`src/qsi_pkg.sv`:
```
// Constants, offsets and carrier types for the C/D interrupt status block.
// Assumes one clock domain; every event struct field is driven on ref_clk.
package qsi_pkg;
    // ----------------------------------------
    // Register map
    // ----------------------------------------
    localparam int ADDR_W = 4;
    localparam int DATA_W = 8;
    typedef logic [ADDR_W-1:0] qsi_addr_t;
    typedef logic [DATA_W-1:0] qsi_byte_t;
    localparam qsi_addr_t OFS_STAT_CD = 4'h0;
    localparam qsi_addr_t OFS_MASK_AB = 4'h1;
    localparam qsi_addr_t OFS_MASK_CD = 4'h2;
    localparam qsi_addr_t OFS_MSTAT_AB = 4'h3;
    localparam qsi_addr_t OFS_MSTAT_CD = 4'h4;
    localparam qsi_addr_t OFS_VEC_AB = 4'h5;
    localparam qsi_addr_t OFS_VEC_CD = 4'h6;
    localparam qsi_addr_t OFS_CMD = 4'h7;
    localparam qsi_addr_t OFS_MODE_C = 4'h8;
    localparam qsi_addr_t OFS_MODE_D = 4'h9;
    localparam qsi_addr_t OFS_INCHG = 4'hA;
    // ----------------------------------------
    // Field positions
    // ----------------------------------------
    localparam int BIT_INCHG = 7;
    localparam int BIT_BRK_D = 6;
    localparam int BIT_RX_D = 5;
    localparam int BIT_TX_D = 4;
    localparam int BIT_CTR = 3;
    localparam int BIT_BRK_C = 2;
    localparam int BIT_RX_C = 1;
    localparam int BIT_TX_C = 0;
    localparam int BIT_MODE_FULL = 6;
    localparam int CMD_BRK_C = 0;
    localparam int CMD_BRK_D = 1;
    localparam int CMD_STOP_CTR = 2;
    // ----------------------------------------
    // Reset values
    // ----------------------------------------
    localparam qsi_byte_t MASK_RESET = 8'h00;
    localparam qsi_byte_t VEC_RESET = 8'h0F;
    localparam qsi_byte_t MODE_RESET = 8'h00;
    localparam qsi_byte_t RD_IDLE = 8'h00;
    // ----------------------------------------
    // Carriers
    // ----------------------------------------
    typedef struct packed {
        logic load;
        logic pop;
        logic full;
        logic notEmpty;
    } qsi_rx_s;
    typedef struct packed {
        logic enable;
        logic write;
        logic shiftLoad;
    } qsi_tx_s;
endpackage

```
`src/qsi_status_top.sv`:
```
// Interrupt status, masks, masked status and vectors for channels C/D.
// Assumes datapath events arrive on ref_clk; mode pins are asynchronous.
//
// Overview of operation
// RQ1 - Mode bit 6 picks receive flag meaning
// RQ2 - Ready mode: set on load, re-set after read
// RQ3 - Full mode: set when load fills FIFO
// RQ4 - Full mode: partial FIFO never flags
// RQ5 - Host should drain FIFO in full mode
// RQ6 - Transmit bit copies channel status bit 2
// RQ7 - Transmit ready: cleared on write, set on shift
// RQ8 - Enable sets, disable clears, disabled writes dropped
// RQ9 - Timer: set per wave, stop clears only
// RQ10 - Counter: set at terminal, stop clears, halts
// RQ11 - Break C change sticky until reset command
// RQ12 - Status C/D bit layout fixed
// RQ13 - Mask bit one enables, zero masks
// RQ14 - Mask A/B bit layout fixed
// RQ15 - Mask registers read back as zero
// RQ16 - Status sets regardless of mask
// RQ17 - Masked status is status AND mask
// RQ18 - Vectors active in 68 or vectored mode
// RQ19 - Otherwise vectors are plain storage
// RQ20 - No interrupts for parity, overrun, framing
// RQ21 - Host should poll channel error nibble
// RQ22 - Input change sets bit 7, read clears
// RQ23 - Break D change sticky until reset command
// RQ24 - Open-drain active-low interrupt request
// RQ25 - Request while any masked bit set
//
// The implementer's own choices: the register offsets and strobed register access.
`timescale 1ns/1ps
module qsi_status_top (
    // Clock and reset
    input wire logic ref_clk,
    input wire logic rst,
    // Register port
    input wire qsi_pkg::qsi_addr_t regAddr,
    input wire qsi_pkg::qsi_byte_t regWdata,
    input wire logic regWr,
    input wire logic regRd,
    output qsi_pkg::qsi_byte_t regRdata_r,
    // Mode pins
    input wire logic busMode68Pin,
    input wire logic vectoredPin,
    // Channel C/D events, index 0 is C
    input wire qsi_pkg::qsi_rx_s [1:0] rxEv,
    input wire qsi_pkg::qsi_tx_s [1:0] txEv,
    input wire logic [1:0] breakEdge,
    // Input change and counter 2
    input wire logic inChange,
    input wire qsi_pkg::qsi_byte_t inChangeData,
    input wire logic ctrEvent,
    input wire logic ctrTimerMode,
    // Channel A/B status from outside
    input wire qsi_pkg::qsi_byte_t statusAb,
    // Interrupt pin
    output logic irqOutN_r,
    output logic irqOe_r,
    // Channel and counter side
    output logic [1:0] txReady,
    output logic [1:0] txAccept_r,
    output logic ctrHalt_r,
    // Vector side
    output logic vecEnable_r,
    output qsi_pkg::qsi_byte_t vecOut_r
);
    // ----------------------------------------
    // Storage
    // ----------------------------------------
    qsi_pkg::qsi_byte_t maskAb_r;
    qsi_pkg::qsi_byte_t maskCd_r;
    qsi_pkg::qsi_byte_t vecAb_r;
    qsi_pkg::qsi_byte_t vecCd_r;
    qsi_pkg::qsi_byte_t modeC_r;
    qsi_pkg::qsi_byte_t modeD_r;
    logic inChg_r;
    logic ctrRdy_r;
    logic [1:0] brk_r;
    logic [1:0] modeSyncA_r;
    logic [1:0] modeSyncB_r;
    logic [1:0] rxFlag;
    logic [1:0] txAcc;

    // ----------------------------------------
    // Address decode
    // ----------------------------------------
    wire wrMaskAb = regWr && regAddr == qsi_pkg::OFS_MASK_AB;
    wire wrMaskCd = regWr && regAddr == qsi_pkg::OFS_MASK_CD;
    wire wrVecAb = regWr && regAddr == qsi_pkg::OFS_VEC_AB;
    wire wrVecCd = regWr && regAddr == qsi_pkg::OFS_VEC_CD;
    wire wrModeC = regWr && regAddr == qsi_pkg::OFS_MODE_C;
    wire wrModeD = regWr && regAddr == qsi_pkg::OFS_MODE_D;
    wire wrCmd = regWr && regAddr == qsi_pkg::OFS_CMD;
    wire rdInChg = regRd && regAddr == qsi_pkg::OFS_INCHG;
    wire clrBrkC = wrCmd && regWdata[qsi_pkg::CMD_BRK_C];
    wire clrBrkD = wrCmd && regWdata[qsi_pkg::CMD_BRK_D];
    wire stopCmd = wrCmd && regWdata[qsi_pkg::CMD_STOP_CTR];
    wire [1:0] clrBrk = {clrBrkD, clrBrkC};

    // ----------------------------------------
    // Per-channel flags
    // ----------------------------------------
    wire [1:0] fullMode = {modeD_r[qsi_pkg::BIT_MODE_FULL], modeC_r[qsi_pkg::BIT_MODE_FULL]}; // see RQ1

    generate
        for (genvar ch = 0; ch < 2; ch++) begin : g_chan
            qsi_rx_flag u_rx (
                .clk(ref_clk),
                .rst(rst),
                .fullMode(fullMode[ch]),
                .ev(rxEv[ch]),
                .flag_r(rxFlag[ch])
            );
            qsi_tx_ready u_tx (
                .clk(ref_clk),
                .rst(rst),
                .ev(txEv[ch]),
                .ready_r(txReady[ch]),
                .accept(txAcc[ch])
            );
            // Break change is the only receive error that flags
            always_ff @(posedge ref_clk or posedge rst) begin
                if (rst) begin
                    brk_r[ch] <= 1'b0;
                end else if (breakEdge[ch]) begin
                    brk_r[ch] <= 1'b1; // see RQ11, see RQ23, see RQ20
                end else if (clrBrk[ch]) begin
                    brk_r[ch] <= 1'b0;
                end
            end
        end
    endgenerate

    // ----------------------------------------
    // Status assembly and masking
    // ----------------------------------------
    qsi_pkg::qsi_byte_t statCd;
    always_comb begin
        statCd = 8'h00;
        statCd[qsi_pkg::BIT_INCHG] = inChg_r; // see RQ12
        statCd[qsi_pkg::BIT_BRK_D] = brk_r[1];
        statCd[qsi_pkg::BIT_RX_D] = rxFlag[1];
        statCd[qsi_pkg::BIT_TX_D] = txReady[1]; // see RQ6
        statCd[qsi_pkg::BIT_CTR] = ctrRdy_r;
        statCd[qsi_pkg::BIT_BRK_C] = brk_r[0];
        statCd[qsi_pkg::BIT_RX_C] = rxFlag[0];
        statCd[qsi_pkg::BIT_TX_C] = txReady[0]; // see RQ6
    end

    // A/B layout is input change 7 down to A transmit 0
    wire [7:0] mstatAb = statusAb & maskAb_r; // see RQ13, see RQ14, see RQ17
    wire [7:0] mstatCd = statCd & maskCd_r; // see RQ13, see RQ17
    wire anyMasked = (|mstatAb) || (|mstatCd);
    wire vecMode = modeSyncB_r[0] || modeSyncB_r[1];

    // ----------------------------------------
    // Read mux
    // ----------------------------------------
    wire [7:0] rdData =
        (regAddr == qsi_pkg::OFS_STAT_CD) ? statCd :
        (regAddr == qsi_pkg::OFS_MSTAT_AB) ? mstatAb :
        (regAddr == qsi_pkg::OFS_MSTAT_CD) ? mstatCd :
        (regAddr == qsi_pkg::OFS_VEC_AB) ? vecAb_r :
        (regAddr == qsi_pkg::OFS_VEC_CD) ? vecCd_r :
        (regAddr == qsi_pkg::OFS_MODE_C) ? modeC_r :
        (regAddr == qsi_pkg::OFS_MODE_D) ? modeD_r :
        (regAddr == qsi_pkg::OFS_INCHG) ? inChangeData :
        qsi_pkg::RD_IDLE; // see RQ15

    always_ff @(posedge ref_clk or posedge rst) begin
        if (rst) begin
            regRdata_r <= qsi_pkg::RD_IDLE;
        end else begin
            regRdata_r <= regRd ? rdData : qsi_pkg::RD_IDLE;
        end
    end

    // ----------------------------------------
    // Writable registers
    // ----------------------------------------
    always_ff @(posedge ref_clk or posedge rst) begin
        if (rst) begin
            maskAb_r <= qsi_pkg::MASK_RESET;
            maskCd_r <= qsi_pkg::MASK_RESET;
            vecAb_r <= qsi_pkg::VEC_RESET;
            vecCd_r <= qsi_pkg::VEC_RESET;
            modeC_r <= qsi_pkg::MODE_RESET;
            modeD_r <= qsi_pkg::MODE_RESET;
        end else begin
            if (wrMaskAb) maskAb_r <= regWdata;
            if (wrMaskCd) maskCd_r <= regWdata;
            if (wrVecAb) vecAb_r <= regWdata; // see RQ19
            if (wrVecCd) vecCd_r <= regWdata; // see RQ19
            if (wrModeC) modeC_r <= regWdata;
            if (wrModeD) modeD_r <= regWdata;
        end
    end

    // ----------------------------------------
    // Input change and counter flags
    // ----------------------------------------
    always_ff @(posedge ref_clk or posedge rst) begin
        if (rst) begin
            inChg_r <= 1'b0;
            ctrRdy_r <= 1'b0;
            ctrHalt_r <= 1'b0;
        end else begin
            inChg_r <= inChange || (inChg_r && !rdInChg); // see RQ22, see RQ16
            ctrRdy_r <= ctrEvent || (ctrRdy_r && !stopCmd); // see RQ9, see RQ10
            ctrHalt_r <= stopCmd && !ctrTimerMode; // see RQ10
        end
    end

    // ----------------------------------------
    // Interrupt pin and vector
    // ----------------------------------------
    always_ff @(posedge ref_clk or posedge rst) begin
        if (rst) begin
            modeSyncA_r <= 2'b00;
            modeSyncB_r <= 2'b00;
            irqOutN_r <= 1'b0;
            irqOe_r <= 1'b0;
            txAccept_r <= 2'b00;
            vecEnable_r <= 1'b0;
            vecOut_r <= qsi_pkg::VEC_RESET;
        end else begin
            modeSyncA_r <= {vectoredPin, busMode68Pin};
            modeSyncB_r <= modeSyncA_r;
            irqOutN_r <= 1'b0; // see RQ24
            irqOe_r <= anyMasked; // see RQ25
            txAccept_r <= txAcc;
            vecEnable_r <= vecMode; // see RQ18
            vecOut_r <= (|mstatAb) ? vecAb_r : vecCd_r;
        end
    end
endmodule

```
`src/qsi_rx_flag.sv`:
```
// Receive status flag of one channel, ready or FIFO-full meaning.
// Assumes FIFO level inputs show the state after this cycle's transfer.
`timescale 1ns/1ps
module qsi_rx_flag (
    // Clock and reset
    input wire logic clk,
    input wire logic rst,
    // Control and events
    input wire logic fullMode,
    input wire qsi_pkg::qsi_rx_s ev,
    // Flag
    output logic flag_r
);
    logic popDly_r;
    wire readySet = ev.load || (popDly_r && ev.notEmpty); // see RQ2
    wire fullSet = ev.load && ev.full; // see RQ3, see RQ4
    wire setEv = fullMode ? fullSet : readySet; // see RQ1
    wire flag_nxt = setEv ? 1'b1 : (ev.pop ? 1'b0 : flag_r);

    always_ff @(posedge clk or posedge rst) begin
        if (rst) begin
            flag_r <= 1'b0;
            popDly_r <= 1'b0;
        end else begin
            flag_r <= flag_nxt;
            popDly_r <= ev.pop;
        end
    end
endmodule

```
`src/qsi_tx_ready.sv`:
```
// Transmit-ready bit of one channel, also its status bit 2 copy.
// Assumes write and shiftLoad are one-cycle pulses on clk.
`timescale 1ns/1ps
module qsi_tx_ready (
    // Clock and reset
    input wire logic clk,
    input wire logic rst,
    // Events
    input wire qsi_pkg::qsi_tx_s ev,
    // State
    output logic ready_r,
    output logic accept
);
    logic enDly_r;
    wire enRise = ev.enable && !enDly_r;
    assign accept = ev.write && ev.enable; // see RQ8
    wire ready_nxt = !ev.enable ? 1'b0 :
                     (enRise || ev.shiftLoad) ? 1'b1 :
                     accept ? 1'b0 : ready_r; // see RQ7, see RQ8

    always_ff @(posedge clk or posedge rst) begin
        if (rst) begin
            ready_r <= 1'b0;
            enDly_r <= 1'b0;
        end else begin
            ready_r <= ready_nxt;
            enDly_r <= ev.enable;
        end
    end
endmodule

```
`config.mk`:
```
export PLATFORM = sky130hd
export DESIGN_NAME = qsi_status_top
export DESIGN_NICKNAME = d
export VERILOG_FILES = /design/src/qsi_pkg.sv /design/src/qsi_status_top.sv /design/src/qsi_rx_flag.sv /design/src/qsi_tx_ready.sv
export SDC_FILE = /design/constraint.sdc
export NUM_CORES = 1
export LEC_CHECK = 0
export BUFFER_PORTS_ARGS = -buffer_cell sky130_fd_sc_hd__buf_2
export CORE_ASPECT_RATIO = 0.9
export CORE_MARGIN = 2
export CORE_UTILIZATION = 45
export DETAILED_ROUTE_END_ITERATION = 16
export PLACE_DENSITY = 0.79
export SYNTH_ARGS = -nofsm -noshare
export SYNTH_HDL_FRONTEND = slang
export SYNTH_HIERARCHICAL = 1
export SYNTH_SLANG_ARGS = --single-unit
```
`constraint.sdc`:
```
create_clock -name ref_clk -period 2.06 [get_ports ref_clk]
set_input_delay 0.206 -clock ref_clk [delete_from_list [all_inputs] [get_ports ref_clk]]
set_output_delay 0.206 -clock ref_clk [all_outputs]
set_load 0.01 [all_outputs]
```
Word level (Yosys, flattened, before mapping)

Index checks and enable logic that the tools add are counted.

Register bits after elaboration: 85
Input bits: 53
Output and inout bits: 24

Eq/ne operators: 12
Mux-type cells: 26
Bitwise gates (word level): 2
Reductions and logical operators: 42

Operators with widths:

| operator                                                        | count |
|---|---|
| 8-bit two-way mux                                               | 10 |
| 1-bit logical AND                                               | 22 |
| 8-bit AND                                                       | 2 |
| 4-bit by 3-bit == test with 1-bit output, second input constant | 4 |
| 1-bit two-way mux                                               | 16 |
| 8-bit OR reduction                                              | 2 |
| 4-bit == test, second input constant                            | 3 |
| 4-bit by 2-bit == test with 1-bit output, second input constant | 2 |
| 1-bit logical OR                                                | 8 |
| 2-bit nonzero test                                              | 4 |
| 3-bit by 1-bit != test with 1-bit output, second input constant | 2 |
| 1-bit logical NOT                                               | 5 |
| 4-bit by 1-bit == test with 1-bit output, second input constant | 1 |
| 4-bit logical NOT                                               | 1 |

Depth between registers and ports, before layout

Depth after elaboration: 10
Mapped depth: 6

Modules after synthesis

Netlist, hierarchy kept.

By module, submodules not included:

| module         | instances | cells an instance | area an instance (µm²) | sequential area each (µm²) |
|---|---|---|---|---|
| qsi_status_top | 1         | 281               | 3617.2                 | 1941.9 |
| qsi_tx_ready   | 2         | 7                 | 78.8                   | 50.0 |
| qsi_rx_flag    | 2         | 7                 | 76.3                   | 50.0 |

Worst setup path after synthesis

Ideal clock, no wire load.

Kind: flip-flop to flip-flop
From: reg maskAb_r[4]
To: reg vecOut_r[4]
Setup time: 125 ps
Arrival time: 1287 ps
Data required time: 1935 ps
Slack: 649 ps
Cell stages (with the launch flop): 5
Path buffers: 0
Cell sequence: dfrtp_1 > a22oi_1 > nand3_1 > nor2_2 > mux2_2

Longest elaborated chain between the ends: 3

RTL lines:

| element                | line                  | RTL |
|---|---|---|
| from (decl)            | qsi_status_top.sv:71  | `qsi_pkg::qsi_byte_t maskAb_r;` |
| from (signal assigned) | qsi_status_top.sv:184 | `maskAb_r <= qsi_pkg::MASK_RESET;` |
| from (signal assigned) | qsi_status_top.sv:191 | `if (wrMaskAb) maskAb_r <= regWdata;` |
| 8-bit AND              | qsi_status_top.sv:152 | `wire [7:0] mstatAb = statusAb & maskAb_r;` |
| 8-bit OR reduction     | qsi_status_top.sv:234 | `vecOut_r <= (\|mstatAb) ? vecAb_r : vecCd_r;` |
| 8-bit two-way mux      | qsi_status_top.sv:234 |  |
| to (signal assigned)   | qsi_status_top.sv:226 | `vecOut_r <= qsi_pkg::VEC_RESET;` |
| to (signal assigned)   | qsi_status_top.sv:234 |  |
| to (decl)              | qsi_status_top.sv:66  | `output qsi_pkg::qsi_byte_t vecOut_r` |

Every way passes these cells.
A chain may end at the register's enable or synchronous reset.

Worst setup path in the final report

From: reg maskAb_r[4]
To: reg vecOut_r[7]

Same word-level chain as after synthesis.

==> flow_summary.yaml <==
setup_path:
  worst-setup-path-type: "reg2reg"
  path_max_fanout: 5
  endpoint_kind: "flop"
  crit_required_ps: 2300
  cp_data_arrival_time_ps: 1750
  start_kind: "flop"
yosys:
  synthArstFlopShare_pct: 100.0
  yosysUniqueCellTypes: 50
  syn_nets: 362
  netlist_area_um2: 3928
  ys_top_cells_by_count: "73 x dfrtp_1, 48 x mux2_2, 16 x o21ai_0"
  syn_inst: 309
  yosysMostFrequentCell: "dfrtp_1"
  yosysTopAreaCell: "dfrtp_1"
  synth-edff-count: 0
  synth.area.top_cells: "dfrtp_1 47%, mux2_2 14%, dfstp_2 8.0%"
  ys.flop_type: "dfrtp_1"
  yosysSeqAreaShare_pct: 54.54
  synth_top_area_share_pct: 46.51
  ys_ff_latch: 85
  avgSynthCellArea_um2: 12.71
  synth_warnings: 6
final_layout:
  fillers: 732
  multi_input_area_um2: 1620
  diodes: 0
  fin_nets: 455
  layout-drive-gt1-share_pct: 44.47
  regArea_um2: 2142
  area_growth_pct: 20.80
  finish.utilization_pct: 55.63
timing:
  worstMarginPinSlew_ps: 561.6
  period_minus_slack_ps: 1500
  rsz0062_at_grt: "false"
  fmax_ghz: 0.6666
  post-route-period-util_pct: 72.82
  finalSetupViolations: 0
  slew_viol_final: 0
  finalClockSkew_ps: 9.050
  maxSlewHeadroom_pct: 62.48
  hold_viol_final: 0
  fin_tns_setup_ps: 0
detailed_routing:
  dr.pass1.iters: 4
  ant_nets: 0
  wl_per_cell_um: 18.49
  via_per_inst: 5.530
  route.detailed.drc: 0
  drt_iter0_drc: 175
  finalWirelength_um: 9727
  num_vias: 2909
pwr:
  power_density_nw_per_um2: 919.9
  p_int_mw: 3.187
  vdd_drop_max_uv: 331.2
  power_frac_seq_pct: 50.7
  pwr-share-comb_pct: 19.9
  clkPwrFrac_pct: 29.5
  power_switching_mw: 1.178
  p_sw_share_pct: 26.99
  leakagePower_nw: 2.136
global_route:
  grt_pass1_wl_um: 15260
  antenna_found_initial: 0
  grt-ovfl-total: 0
  grt_pass1_vias: 2971
  grt.total_usage_pct: 21.72
  grt_max_degree: 36
placed_design:
  dp_hpwl_um: 7208
  gp_congestion: 0.9199
  io_buffers: 75
flow_run:
  maxCapViolCount: 0
die:
  die_h_um: 92.63
  die-area_um2: 9492
  num_io_pins: 77
  core_area_um2: 8528
  die_width_um: 102.5
  start_util_pct: 46.05
  rows: 32
clocking:
  clk_path_buf_depth: 2
  cts_tree: "built"
  clock-sinks: 85
  ctsResizeCount: 0
  htree_levels: 3
  clock_latency_ps: 360
  path_clk_slew_ps: 90
  root_buffer: "clkbuf_8"
  numCtsBuffers: 9
worst_hold_path:
  min_path_type: "in2reg"
outcome:
  outcome: "finished, final reports clean"
[final cells by class]
| class | instances | area share [%] |
|---|---|---|
| multi-input cells | 196 | 34.15 |
| well taps | 119 | 3.138 |
| inverters | 15 | 1.266 |
| repair buffers | 95 | 11.76 |
| clock inverters | 5 | 1.767 |
| clock buffers | 11 | 2.769 |
| flip-flops and latches | 85 | 45.15 |
[final timing paths]
path	startpoint	to	slack, ps	depth (start not counted)
worst max-delay path	maskAb_r[4]$_DFFE_PP0P_	vecOut_r[7]$_DFF_PP0_	560	5
worst min-delay path	inChange	inChg_r$_DFF_PP0_	30	2
worst max register to register	maskAb_r[4]$_DFFE_PP0P_	vecOut_r[7]$_DFF_PP0_	560	5
worst min register to register	modeSyncA_r[0]$_DFF_PP0_	modeSyncB_r[0]$_DFF_PP0_	350	0
max in group asynchronous	rst	vecOut_r[3]$_DFF_PP1_	860	4
min in group asynchronous	rst	g_chan[1].u_tx/ready_r$_DFFE_PP0P_	300	3
[power groups by stage]
stage / clock (mW) / sequential [mW] / combinational, mW
finish: 1.29 / 2.21 / 0.867
global route: 1.39 / 2.25 / 0.954
CTS: 1.31 / 2.21 / 0.875
detailed placement: 0 / 2.24 / 0.858
global placement: 0 / 2.23 / 0.830
floorplan: 0 / 2.21 / 0.548
[through the flow]
stage	cells	hold WS, ps	area, um2	worst slack (ps)	power, mW
after floorplan	309	-52.82	3931	648.8	2.759
after global placement	502	117.4	4449	393.0	3.062
after detailed placement	502	120.8	4449	344.2	3.097
after CTS	526	14.56	4745	565.2	4.400
after global routing	526	21.21	4745	482.7	4.594
final	526	30.74	4745	559.8	4.365
[placed cells by master (no fill, tap or decap), drive strengths merged, types with 7 or more instances in the layout]
cell         count
a21oi            7
inv             15
dfstp           12
dlygate4sd3      8
a22oi            8
and2             9
clkbuf          11
o21ai           22
and2b            7
dfrtp           73
mux2            56
nor2             9
a221o            7
buf             87
nand2            9
[worst max-delay path, stage by stage (launching register included)]
cell     delay, ps
dfrtp_1        400
a22oi_1        210
nand3_1        120
nor2_2         140
buf_4          170
mux2_2         340
[cell families after synthesis]
| kind of cell | after synthesis | share of synthesized area, % |
|---|---|---|
| other | 1 | 0.09548 |
| multiplexers | 58 | 17.33 |
| buffers and inverters | 28 | 4.205 |
| flip-flops | 85 | 54.54 |
| AO/OA/AOI/OAI | 73 | 13.09 |
| AND/OR/NAND/NOR | 64 | 10.74 |
[state kept, by name, summed over array words and instances, names as in the netlist, 8 cells and up]
register	count
maskAb_r	8
maskCd_r	8
modeC_r	8
modeD_r	8
regRdata_r	8
vecAb_r	8
vecCd_r	8
vecOut_r	8
[layer usage]
layer	global-route usage (%)	part of all wire, %
met1	28.65	41
met2	34.48	50
met3	6.415	7.3
met4	6.778	1.0
met5	0	0
[repair_timing]
action / 4_1_cts / 5_1_grt
setup buffers: 0 / 0
hold buffers: 8 / 0
endpoints found under the hold margin: 37 / 0
No activity file was read; power rests on OpenSTA's default activity.
